`src/design/prx_map.vh`:
```
`ifndef PRX_MAP_VH
`define PRX_MAP_VH

// Register offsets
`define PRX_ADDR_W 5
`define PRX_OFS_FUNCTION_ENABLES 5'h00
`define PRX_OFS_INTEGRATION_TIME 5'h02
`define PRX_OFS_WAIT_TIME 5'h03
`define PRX_OFS_LOW_THRESHOLD_LO 5'h08
`define PRX_OFS_LOW_THRESHOLD_HI 5'h09
`define PRX_OFS_HIGH_THRESHOLD_LO 5'h0A
`define PRX_OFS_HIGH_THRESHOLD_HI 5'h0B
`define PRX_OFS_INTERRUPT_PERSISTENCE 5'h0C
`define PRX_OFS_WAIT_CONFIG 5'h0D
`define PRX_OFS_IR_PULSE_COUNT 5'h0E
`define PRX_OFS_STATUS 5'h13

// Field positions
`define PRX_BIT_POWER_ON 0
`define PRX_BIT_PROX_ON_LO 1
`define PRX_BIT_PROX_ON_HI 2
`define PRX_BIT_WAIT_ENABLE 3
`define PRX_BIT_IRQ_MASK 5
`define PRX_BIT_LONG_WAIT 1
`define PRX_BIT_IRQ_PENDING 5
`define PRX_INTERRUPT_PERSISTENCE_HI 7
`define PRX_INTERRUPT_PERSISTENCE_LO 4

// Reset values
`define PRX_RST_FUNCTION_ENABLES 8'h00
`define PRX_RST_INTEGRATION_TIME 8'hFF
`define PRX_RST_WAIT_TIME 8'hFF
`define PRX_RST_THRESHOLD 8'h00
`define PRX_RST_PERSISTENCE 4'h0
`define PRX_RST_PULSE_COUNT 8'h00

// Timing
`define PRX_CLK_HZ 10000000
`define PRX_UNIT_NS 2720000
`define PRX_CLK_PERIOD_NS 100
`define PRX_UNIT_CYCLES (`PRX_UNIT_NS / `PRX_CLK_PERIOD_NS)
`define PRX_PULSE_RATE_HZ 62500
`define PRX_PULSE_CYCLES (`PRX_CLK_HZ / `PRX_PULSE_RATE_HZ)
`define PRX_LONG_FACTOR 12
`define PRX_STEP_SPAN 256

`endif

```
`src/design/prx_control_regs.v`:
```
// Contract
// - Enable register at 0x00: power-on, proximity enable, wait enable, interrupt mask.
// - No proximity operation until 2.72 ms after power-on is set.
// - Hardware enforces the power-on delay even if proximity is enabled early.
// - Integration time from register 0x02, in 2.72 ms steps.
// - Wait unit is 2.72 ms, twelve times longer with long wait.
// - Wait register 0x03 gives 256 minus value units.
// - Long wait is bit 1 of configuration register 0x0D.
// - Low and high 16-bit thresholds at 0x08 to 0x0B, low byte first.
// - Result below low or above high threshold is out of range.
// - Persistence zero raises interrupt after every integration cycle.
// - Persistence N raises interrupt after N consecutive out-of-range results.
// - Emit pulse-count register 0x0E pulses per cycle at 62.5 kHz.
// - Pending interrupt reads in bit 5 of status register 0x13.
// - Result kept as 16 bits and compared against thresholds.
`timescale 1ns/1ps
`include "prx_map.vh"

module prx_control_regs
#(
   parameter UNIT_CYCLES = `PRX_UNIT_CYCLES
)
(
   input wire clk,
   input wire rst,
   input wire [`PRX_ADDR_W-1:0] reg_addr,
   input wire [7:0] reg_wdata,
   input wire reg_wr,
   input wire reg_rd,
   output reg [7:0] reg_rdata_ff,
   input wire irq_clear,
   input wire [15:0] prox_count,
   output reg ir_led_ff,
   output reg integrating_ff,
   output wire irq_out,
   output wire irq_oe
);

   localparam [4:0] ST_IDLE = 5'h01;
   localparam [4:0] ST_PULSE = 5'h02;
   localparam [4:0] ST_INTEG = 5'h04;
   localparam [4:0] ST_WAIT = 5'h08;
   localparam [4:0] ST_SPARE = 5'h10;
   localparam [31:0] UNIT_CYCLES_W = UNIT_CYCLES;
   localparam [31:0] PULSE_CYCLES_W = `PRX_PULSE_CYCLES;
   localparam [23:0] UNIT_LAST = UNIT_CYCLES_W[23:0] - 24'h000001;
   localparam [7:0] PULSE_LAST = PULSE_CYCLES_W[7:0] - 8'h01;
   localparam [7:0] PULSE_HALF = PULSE_CYCLES_W[8:1];
   localparam [8:0] STEP_SPAN = `PRX_STEP_SPAN;
   localparam [3:0] LONG_FACTOR = `PRX_LONG_FACTOR;

   reg power_on_bit_ff;
   reg [1:0] prox_function_on_ff;
   reg wait_enable_ff;
   reg prox_irq_mask_ff;
   reg [7:0] integration_time_ff;
   reg [7:0] wait_time_ff;
   reg [7:0] low_threshold_lo_ff;
   reg [7:0] low_threshold_hi_ff;
   reg [7:0] high_threshold_lo_ff;
   reg [7:0] high_threshold_hi_ff;
   reg [3:0] irq_persistence_ff;
   reg long_wait_select_ff;
   reg [7:0] ir_pulse_count_ff;
   reg prox_irq_pending_ff;
   reg [15:0] result_ff;
   reg [3:0] oor_cnt_ff;
   reg [23:0] warm_cnt_ff;
   reg warm_done_ff;
   reg [4:0] state_ff;
   reg [23:0] tick_ff;
   reg [11:0] units_ff;
   reg [7:0] phase_ff;
   reg [7:0] pulses_ff;

   reg [4:0] nxt_state;
   reg [23:0] nxt_tick;
   reg [11:0] nxt_units;
   reg [7:0] nxt_phase;
   reg [7:0] nxt_pulses;
   reg nxt_result_take;
   reg [7:0] nxt_rdata;

   wire prox_on = (prox_function_on_ff == 2'b11);
   wire unit_end = (tick_ff == UNIT_LAST);
   wire step_end = unit_end && (units_ff == 12'h001);
   wire [15:0] low_threshold = {low_threshold_hi_ff, low_threshold_lo_ff};
   wire [15:0] high_threshold = {high_threshold_hi_ff, high_threshold_lo_ff};
   wire [11:0] integ_units = {3'h0, STEP_SPAN - {1'b0, integration_time_ff}};
   wire [11:0] wait_base = {3'h0, STEP_SPAN - {1'b0, wait_time_ff}};
   wire [15:0] wait_prod = wait_base * LONG_FACTOR;
   wire [11:0] wait_units = long_wait_select_ff ? wait_prod[11:0] : wait_base;
   wire out_of_range = (prox_count < low_threshold) || (prox_count > high_threshold);
   wire [3:0] oor_next = (oor_cnt_ff == 4'hF) ? 4'hF : oor_cnt_ff + 4'h1;
   wire hit_event = (irq_persistence_ff == 4'h0) ||
                    (out_of_range && (oor_next >= irq_persistence_ff));
   wire may_start = power_on_bit_ff && prox_on && warm_done_ff;

   // Register file
   always @(posedge clk or posedge rst)
   begin
      if (rst)
      begin
         power_on_bit_ff <= 1'b0;
         prox_function_on_ff <= 2'b00;
         wait_enable_ff <= 1'b0;
         prox_irq_mask_ff <= 1'b0;
         integration_time_ff <= `PRX_RST_INTEGRATION_TIME;
         wait_time_ff <= `PRX_RST_WAIT_TIME;
         low_threshold_lo_ff <= `PRX_RST_THRESHOLD;
         low_threshold_hi_ff <= `PRX_RST_THRESHOLD;
         high_threshold_lo_ff <= `PRX_RST_THRESHOLD;
         high_threshold_hi_ff <= `PRX_RST_THRESHOLD;
         irq_persistence_ff <= `PRX_RST_PERSISTENCE;
         long_wait_select_ff <= 1'b0;
         ir_pulse_count_ff <= `PRX_RST_PULSE_COUNT;
      end
      else if (reg_wr)
      begin
         case (reg_addr)
            `PRX_OFS_FUNCTION_ENABLES:
            begin
               power_on_bit_ff <= reg_wdata[`PRX_BIT_POWER_ON];
               prox_function_on_ff <= reg_wdata[`PRX_BIT_PROX_ON_HI:`PRX_BIT_PROX_ON_LO];
               wait_enable_ff <= reg_wdata[`PRX_BIT_WAIT_ENABLE];
               prox_irq_mask_ff <= reg_wdata[`PRX_BIT_IRQ_MASK];
            end
            `PRX_OFS_INTEGRATION_TIME: integration_time_ff <= reg_wdata;
            `PRX_OFS_WAIT_TIME: wait_time_ff <= reg_wdata;
            `PRX_OFS_LOW_THRESHOLD_LO: low_threshold_lo_ff <= reg_wdata;
            `PRX_OFS_LOW_THRESHOLD_HI: low_threshold_hi_ff <= reg_wdata;
            `PRX_OFS_HIGH_THRESHOLD_LO: high_threshold_lo_ff <= reg_wdata;
            `PRX_OFS_HIGH_THRESHOLD_HI: high_threshold_hi_ff <= reg_wdata;
            `PRX_OFS_INTERRUPT_PERSISTENCE:
               irq_persistence_ff <= reg_wdata[`PRX_INTERRUPT_PERSISTENCE_HI:`PRX_INTERRUPT_PERSISTENCE_LO];
            `PRX_OFS_WAIT_CONFIG: long_wait_select_ff <= reg_wdata[`PRX_BIT_LONG_WAIT];
            `PRX_OFS_IR_PULSE_COUNT: ir_pulse_count_ff <= reg_wdata;
            default: ;
         endcase
      end
   end

   // Read mux; reserved bits and unmapped offsets read as zero
   always @*
   begin
      nxt_rdata = 8'h00;
      case (reg_addr)
         `PRX_OFS_FUNCTION_ENABLES:
         begin
            nxt_rdata[`PRX_BIT_POWER_ON] = power_on_bit_ff;
            nxt_rdata[`PRX_BIT_PROX_ON_HI:`PRX_BIT_PROX_ON_LO] = prox_function_on_ff;
            nxt_rdata[`PRX_BIT_WAIT_ENABLE] = wait_enable_ff;
            nxt_rdata[`PRX_BIT_IRQ_MASK] = prox_irq_mask_ff;
         end
         `PRX_OFS_INTEGRATION_TIME: nxt_rdata = integration_time_ff;
         `PRX_OFS_WAIT_TIME: nxt_rdata = wait_time_ff;
         `PRX_OFS_LOW_THRESHOLD_LO: nxt_rdata = low_threshold_lo_ff;
         `PRX_OFS_LOW_THRESHOLD_HI: nxt_rdata = low_threshold_hi_ff;
         `PRX_OFS_HIGH_THRESHOLD_LO: nxt_rdata = high_threshold_lo_ff;
         `PRX_OFS_HIGH_THRESHOLD_HI: nxt_rdata = high_threshold_hi_ff;
         `PRX_OFS_INTERRUPT_PERSISTENCE:
            nxt_rdata[`PRX_INTERRUPT_PERSISTENCE_HI:`PRX_INTERRUPT_PERSISTENCE_LO] = irq_persistence_ff;
         `PRX_OFS_WAIT_CONFIG: nxt_rdata[`PRX_BIT_LONG_WAIT] = long_wait_select_ff;
         `PRX_OFS_IR_PULSE_COUNT: nxt_rdata = ir_pulse_count_ff;
         `PRX_OFS_STATUS: nxt_rdata[`PRX_BIT_IRQ_PENDING] = prox_irq_pending_ff;
         default: nxt_rdata = 8'h00;
      endcase
   end

   always @(posedge clk or posedge rst)
   begin
      if (rst)
         reg_rdata_ff <= 8'h00;
      else if (reg_rd)
         reg_rdata_ff <= nxt_rdata;
   end

   // Oscillator warm-up, restarted whenever power-on is cleared
   always @(posedge clk or posedge rst)
   begin
      if (rst)
      begin
         warm_cnt_ff <= 24'h000000;
         warm_done_ff <= 1'b0;
      end
      else if (!power_on_bit_ff)
      begin
         warm_cnt_ff <= 24'h000000;
         warm_done_ff <= 1'b0;
      end
      else if (!warm_done_ff)
      begin
         if (warm_cnt_ff == UNIT_LAST)
            warm_done_ff <= 1'b1;
         else
            warm_cnt_ff <= warm_cnt_ff + 24'h000001;
      end
   end

   // Measurement sequencer
   always @*
   begin
      nxt_state = state_ff;
      nxt_tick = unit_end ? 24'h000000 : tick_ff + 24'h000001;
      nxt_units = unit_end ? units_ff - 12'h001 : units_ff;
      nxt_phase = 8'h00;
      nxt_pulses = 8'h00;
      nxt_result_take = 1'b0;
      case (state_ff)
         ST_IDLE:
         begin
            nxt_tick = 24'h000000;
            nxt_units = integ_units;
            if (may_start)
            begin
               if (ir_pulse_count_ff == 8'h00)
                  nxt_state = ST_INTEG;
               else
                  nxt_state = ST_PULSE;
            end
         end
         ST_PULSE:
         begin
            nxt_tick = 24'h000000;
            nxt_units = integ_units;
            nxt_phase = (phase_ff == PULSE_LAST) ? 8'h00 : phase_ff + 8'h01;
            nxt_pulses = pulses_ff;
            if (phase_ff == PULSE_LAST)
            begin
               nxt_pulses = pulses_ff + 8'h01;
               if ({1'b0, pulses_ff} + 9'h001 >= {1'b0, ir_pulse_count_ff})
                  nxt_state = ST_INTEG;
            end
         end
         ST_INTEG:
         begin
            if (step_end)
            begin
               nxt_result_take = 1'b1;
               nxt_units = wait_units;
               if (wait_enable_ff)
                  nxt_state = ST_WAIT;
               else if (prox_on)
                  nxt_state = (ir_pulse_count_ff == 8'h00) ? ST_INTEG : ST_PULSE;
               else
                  nxt_state = ST_IDLE;
               if (!wait_enable_ff)
                  nxt_units = integ_units;
            end
         end
         ST_WAIT:
         begin
            if (step_end)
            begin
               nxt_units = integ_units;
               if (prox_on)
                  nxt_state = (ir_pulse_count_ff == 8'h00) ? ST_INTEG : ST_PULSE;
               else
                  nxt_state = ST_IDLE;
            end
         end
         default:
         begin
            nxt_state = ST_IDLE;
            nxt_tick = 24'h000000;
            nxt_units = integ_units;
         end
      endcase
      // Power-off stops at once; the oscillator is gone
      if (!power_on_bit_ff)
      begin
         nxt_state = ST_IDLE;
         nxt_tick = 24'h000000;
         nxt_result_take = 1'b0;
      end
   end

   always @(posedge clk or posedge rst)
   begin
      if (rst)
      begin
         state_ff <= ST_IDLE;
         tick_ff <= 24'h000000;
         units_ff <= 12'h001;
         phase_ff <= 8'h00;
         pulses_ff <= 8'h00;
         ir_led_ff <= 1'b0;
         integrating_ff <= 1'b0;
      end
      else
      begin
         state_ff <= nxt_state;
         tick_ff <= nxt_tick;
         units_ff <= nxt_units;
         phase_ff <= nxt_phase;
         pulses_ff <= nxt_pulses;
         ir_led_ff <= (nxt_state == ST_PULSE) && (nxt_phase < PULSE_HALF);
         integrating_ff <= (nxt_state == ST_INTEG);
      end
   end

   // Result capture and interrupt filter
   always @(posedge clk or posedge rst)
   begin
      if (rst)
      begin
         result_ff <= 16'h0000;
         oor_cnt_ff <= 4'h0;
         prox_irq_pending_ff <= 1'b0;
      end
      else
      begin
         if (nxt_result_take)
         begin
            result_ff <= prox_count;
            oor_cnt_ff <= out_of_range ? oor_next : 4'h0;
         end
         // Set wins over a clear in the same cycle
         if (nxt_result_take && hit_event)
            prox_irq_pending_ff <= 1'b1;
         else if (irq_clear)
            prox_irq_pending_ff <= 1'b0;
      end
   end

   // Open-drain, active low: drive low only while pending and unmasked
   assign irq_out = 1'b0;
   assign irq_oe = prox_irq_pending_ff && prox_irq_mask_ff;

endmodule // prx_control_regs

```
`config.mk`:
```
export PLATFORM = sky130hd
export DESIGN_NAME = prx_control_regs
export DESIGN_NICKNAME = d
export VERILOG_FILES = /design/src/design/prx_control_regs.v
export VERILOG_INCLUDE_DIRS = /design/src /design/src/design
export SDC_FILE = /design/constraint.sdc
export NUM_CORES = 1
export LEC_CHECK = 0
export ABC_AREA = 1
export BUFFER_PORTS_ARGS = -buffer_cell sky130_fd_sc_hd__buf_2
export CAP_MARGIN = 40
export CORE_MARGIN = 2
export CORE_UTILIZATION = 40
export CTS_CLUSTER_DIAMETER = 200
export DETAILED_ROUTE_END_ITERATION = 16
export PLACE_DENSITY = 0.56
export SYNTH_ARGS = -nofsm -noshare
export SYNTH_HDL_FRONTEND = slang
export SYNTH_SLANG_ARGS = --single-unit
```
`constraint.sdc`:
```
create_clock -name clk -period 7.8 [get_ports clk]
set_input_delay 1.95 -clock clk [delete_from_list [all_inputs] [get_ports clk]]
set_output_delay 1.95 -clock clk [all_outputs]
set_load 0.02 [all_outputs]
```
==> run summary <==
CP max stage delay -> 0.49 ns
Fin. Hold Viols -> 0
Via count -> 9638
CTS tree -> done
Prevailing post-synth register cell -> dfrtp_1
Fmax -> 306 MHz
TritonRoute pass-1 iters -> 8
Die Ht -> 167 um
Leakage power -> 5.64 nW
Crit path from -> prox_count[15]
Bufs on Longest Clock Path -> 2
IO Pins -> 46
Status -> finished clean
Slowest CP cell -> nor4_1
Layout cells sized above 1 -> 0.0954
Final setup violation count -> 0
Most frequent cell on the critical path -> nand2_1
Gr ovfl total -> 0
CP Cell Sequence -> buf_2 -> ha_1 -> nand2_1 -> nor4_1 -> nand3_1 -> nand2_1 -> nand2_1 -> nand2_1 -> nand2_1 -> nand2_1 -> nand2_1
Core Util, Final -> 0.454
Max VDD drop -> 0.138 mV
Gate Count Post-Synth -> 1475
DR DRC count -> 0
Syn-to-layout area delta -> 11.0%
Slew @ Worst Pin -> 0.842 ns
Max Clock Skew -> 0.0223 ns
Chip Width -> 167 um
Number of synthesized flops with an enable pin -> 0
Skew-Pair Late Insertion Delay -> 0.44 ns
Global-route wire length before repair -> 48300 um
FP Rows -> 59
Clk root buf -> clkbuf_16
Final period util -> 0.419
Worst rel slew slack -> 0.439
Reg2reg start -> warm_cnt_ff[1]
Register area -> 0.00410 sq mm
Hold Path Class -> flop to flop
WL final -> 28900 um
Crit start category -> input port
CP endpoint -> prox_irq_pending_ff
Std-Cell Core Area -> 0.0261 sq mm
Effective utilization at floorplan -> 0.409
Worst R2R Setup Slack -> 5.08 ns
CTS Buf Count -> 17
GPL Wtd Cong -> 0.907
IO Port Bufs -> 44
Syn Area/Cell -> 7.25 sq um
Routed length per placed instance -> 15.5 um
Reg-to-Reg End -> warm_cnt_ff[12]
Total die area -> 0.0280 sq mm
Nets -> 1612
Minimum clock period -> 3.27 ns
Distinct cells, synth -> 50
1st-iter DRT viols -> 703
Final ANT Viol Nets -> 0
Syn. warnings -> 0
Sinks on Clock Net -> 163
Largest net degree at the start of global routing -> 66
Crit Path Category -> input port to flop
Number of global-route vias before repair -> 9020
H-tree Lvls -> 4
Async SR Flop Fraction -> 1.00
Crit Path Max Fanout -> 5
Initial antenna violation count -> 1
Reg clk slew, reported paths -> 0.06 ns
Worst R2R Path Depth -> 9
Area of the multi-input gates -> 0.00568 sq mm
Mapped Area -> 0.0107 sq mm
Yosys reg bits -> 163
Setup TNS -> 0 ns
Hold_buf cts -> 0
Crit path DAT -> 3.58 ns
GRT Total Usage -> 0.215
Required @ worst endpoint -> 8.11 ns
HPWL Detailed -> 22200 um
Power Density -> 220 mW/mm^2
Post-CTS setup repair buffer count -> 0
Vias per cell -> 5.17
Post-CTS Resized -> 0
# Max-Cap Violations -> 0
Fin. max-slew vios -> 0
Fill cell count -> 2703
RSZ-0062 raised after global routing -> false
Post-synthesis sequential area ratio -> 0.384
Critical Path End Type -> flop
[layer usage]
layer	global-route usage	share of wire	wire (um)
met1	0.325	0.51	14800
met2	0.329	0.44	12700
met3	0.0272	0.035	1000
met4	0.0499	0.013	389
met5	0	0	0
[stage by stage]
stage	hold slack, ns	std cells	cell area [sq um]	setup WS [ns]	power, mW
floorplan	0.433	1476	10700	1.47	1.56
global placement	0.450	1832	11200	4.10	1.75
detailed placement	0.452	1833	11300	4.10	1.76
CTS	0.460	1865	11900	4.54	2.63
global route	0.471	1866	11900	4.34	2.80
finish	0.459	1866	11900	4.53	2.61
[flip-flops by register name, summed over array words and instances, names as in the netlist, 2 cells and up]
signal and count:
state_ff 5, high_threshold_lo_ff 8, wait_time_ff 8, pulses_ff 8, integration_time_ff 8, ir_pulse_count_ff 8
phase_ff 8, units_ff 12, oor_cnt_ff 4, irq_persistence_ff 4, low_threshold_hi_ff 8, high_threshold_hi_ff 8
prox_function_on_ff 2, tick_ff 24, warm_cnt_ff 24, low_threshold_lo_ff 8, reg_rdata_ff 8
[synth_stat cells, drive strengths merged, types with 4 or more instances]
| cell | number | area share |
|---|---|---|
| a21oi | 51 | 0.024 |
| buf | 9 | 0.0048 |
| clkbuf | 15 | 0.0053 |
| dfrtp | 145 | 0.34 |
| dfstp | 18 | 0.044 |
| ha | 60 | 0.070 |
| inv | 212 | 0.074 |
| nand2 | 392 | 0.14 |
| nand3 | 109 | 0.052 |
| nand3b | 4 | 0.0028 |
| nand4 | 39 | 0.023 |
| nor2 | 135 | 0.050 |
| nor3 | 35 | 0.019 |
| nor4 | 13 | 0.0090 |
| o2111ai | 4 | 0.0033 |
| o211ai | 8 | 0.0056 |
| o21ai | 124 | 0.058 |
| o22ai | 19 | 0.011 |
| o31ai | 9 | 0.0063 |
| or2 | 9 | 0.0053 |
| xnor2 | 10 | 0.0082 |
| xor2 | 33 | 0.027 |
[cell families (layout without fill, tap and decap cells)]
group | Yosys count | in the layout | synth area share
and+or+nand+nor | 740 | 740 | 0.305
AOI/OAI and AO/OA | 229 | 229 | 0.119
buffers and inverters | 238 | 292 | 0.0852
other | 1 | 3 | 0.000351
DFF | 163 | 163 | 0.384
adders and majority gates | 61 | 61 | 0.0721
xor gates and xnor gates | 43 | 43 | 0.0352
[critical path, delay by kind of cell]
| kind | cells | cell delay (ns) |
|---|---|---|
| and+or+nand+nor | 9 | 1.22 |
| adders and majority gates | 1 | 0.29 |
| buffers and inverters | 1 | 0.11 |
[power by group]
part	switching, mW	total [mW]	internal, mW
Clock	0.372	0.866	0.494
Sequential	0.0958	1.04	0.947
Combinational	0.447	0.703	0.256
Total	0.915	2.61	1.70
[worst min path at each step]
stage,from,slack (ns),to,cells past startpoint
finish,tick_ff[0],0.46,tick_ff[0],1
global route,tick_ff[0],0.47,tick_ff[0],1
CTS,tick_ff[0],0.46,tick_ff[0],1
detailed placement,tick_ff[0],0.45,tick_ff[0],1
global placement,tick_ff[0],0.45,tick_ff[0],1
floorplan,phase_ff[0],0.43,phase_ff[0],1
[cells in the final DEF (no fill, tap or decap), types with 5 or more instances in the layout]
master | Yosys | routed
o21ai_0 | 104 | 104
o22ai_1 | 19 | 19
inv_6 | 0 | 5
dfstp_2 | 18 | 18
dfrtp_1 | 145 | 145
o211ai_1 | 8 | 8
or2_2 | 8 | 8
nor3_1 | 30 | 30
nand4_1 | 38 | 38
nor2_1 | 127 | 127
clkbuf_16 | 0 | 17
inv_1 | 195 | 194
nor2_2 | 6 | 6
a21oi_1 | 51 | 51
nand2_1 | 386 | 386
nand3_1 | 106 | 106
o21ai_1 | 20 | 20
nor4_1 | 12 | 12
ha_1 | 60 | 60
inv_2 | 17 | 17
buf_2 | 5 | 44
xor2_1 | 33 | 33
xnor2_1 | 10 | 10
o31ai_1 | 9 | 9
[area by class of cell]
type | instances | area share
timing repair buffer | 46 | 0.0215
multi-input combinational | 1075 | 0.479
clock buffer | 19 | 0.0382
sequential | 163 | 0.346
inverter | 214 | 0.0681
tap | 335 | 0.0353
antenna | 1 | 0.000211
clock inverter | 13 | 0.0125
Note: power is estimated with default switching activity, not from simulation.
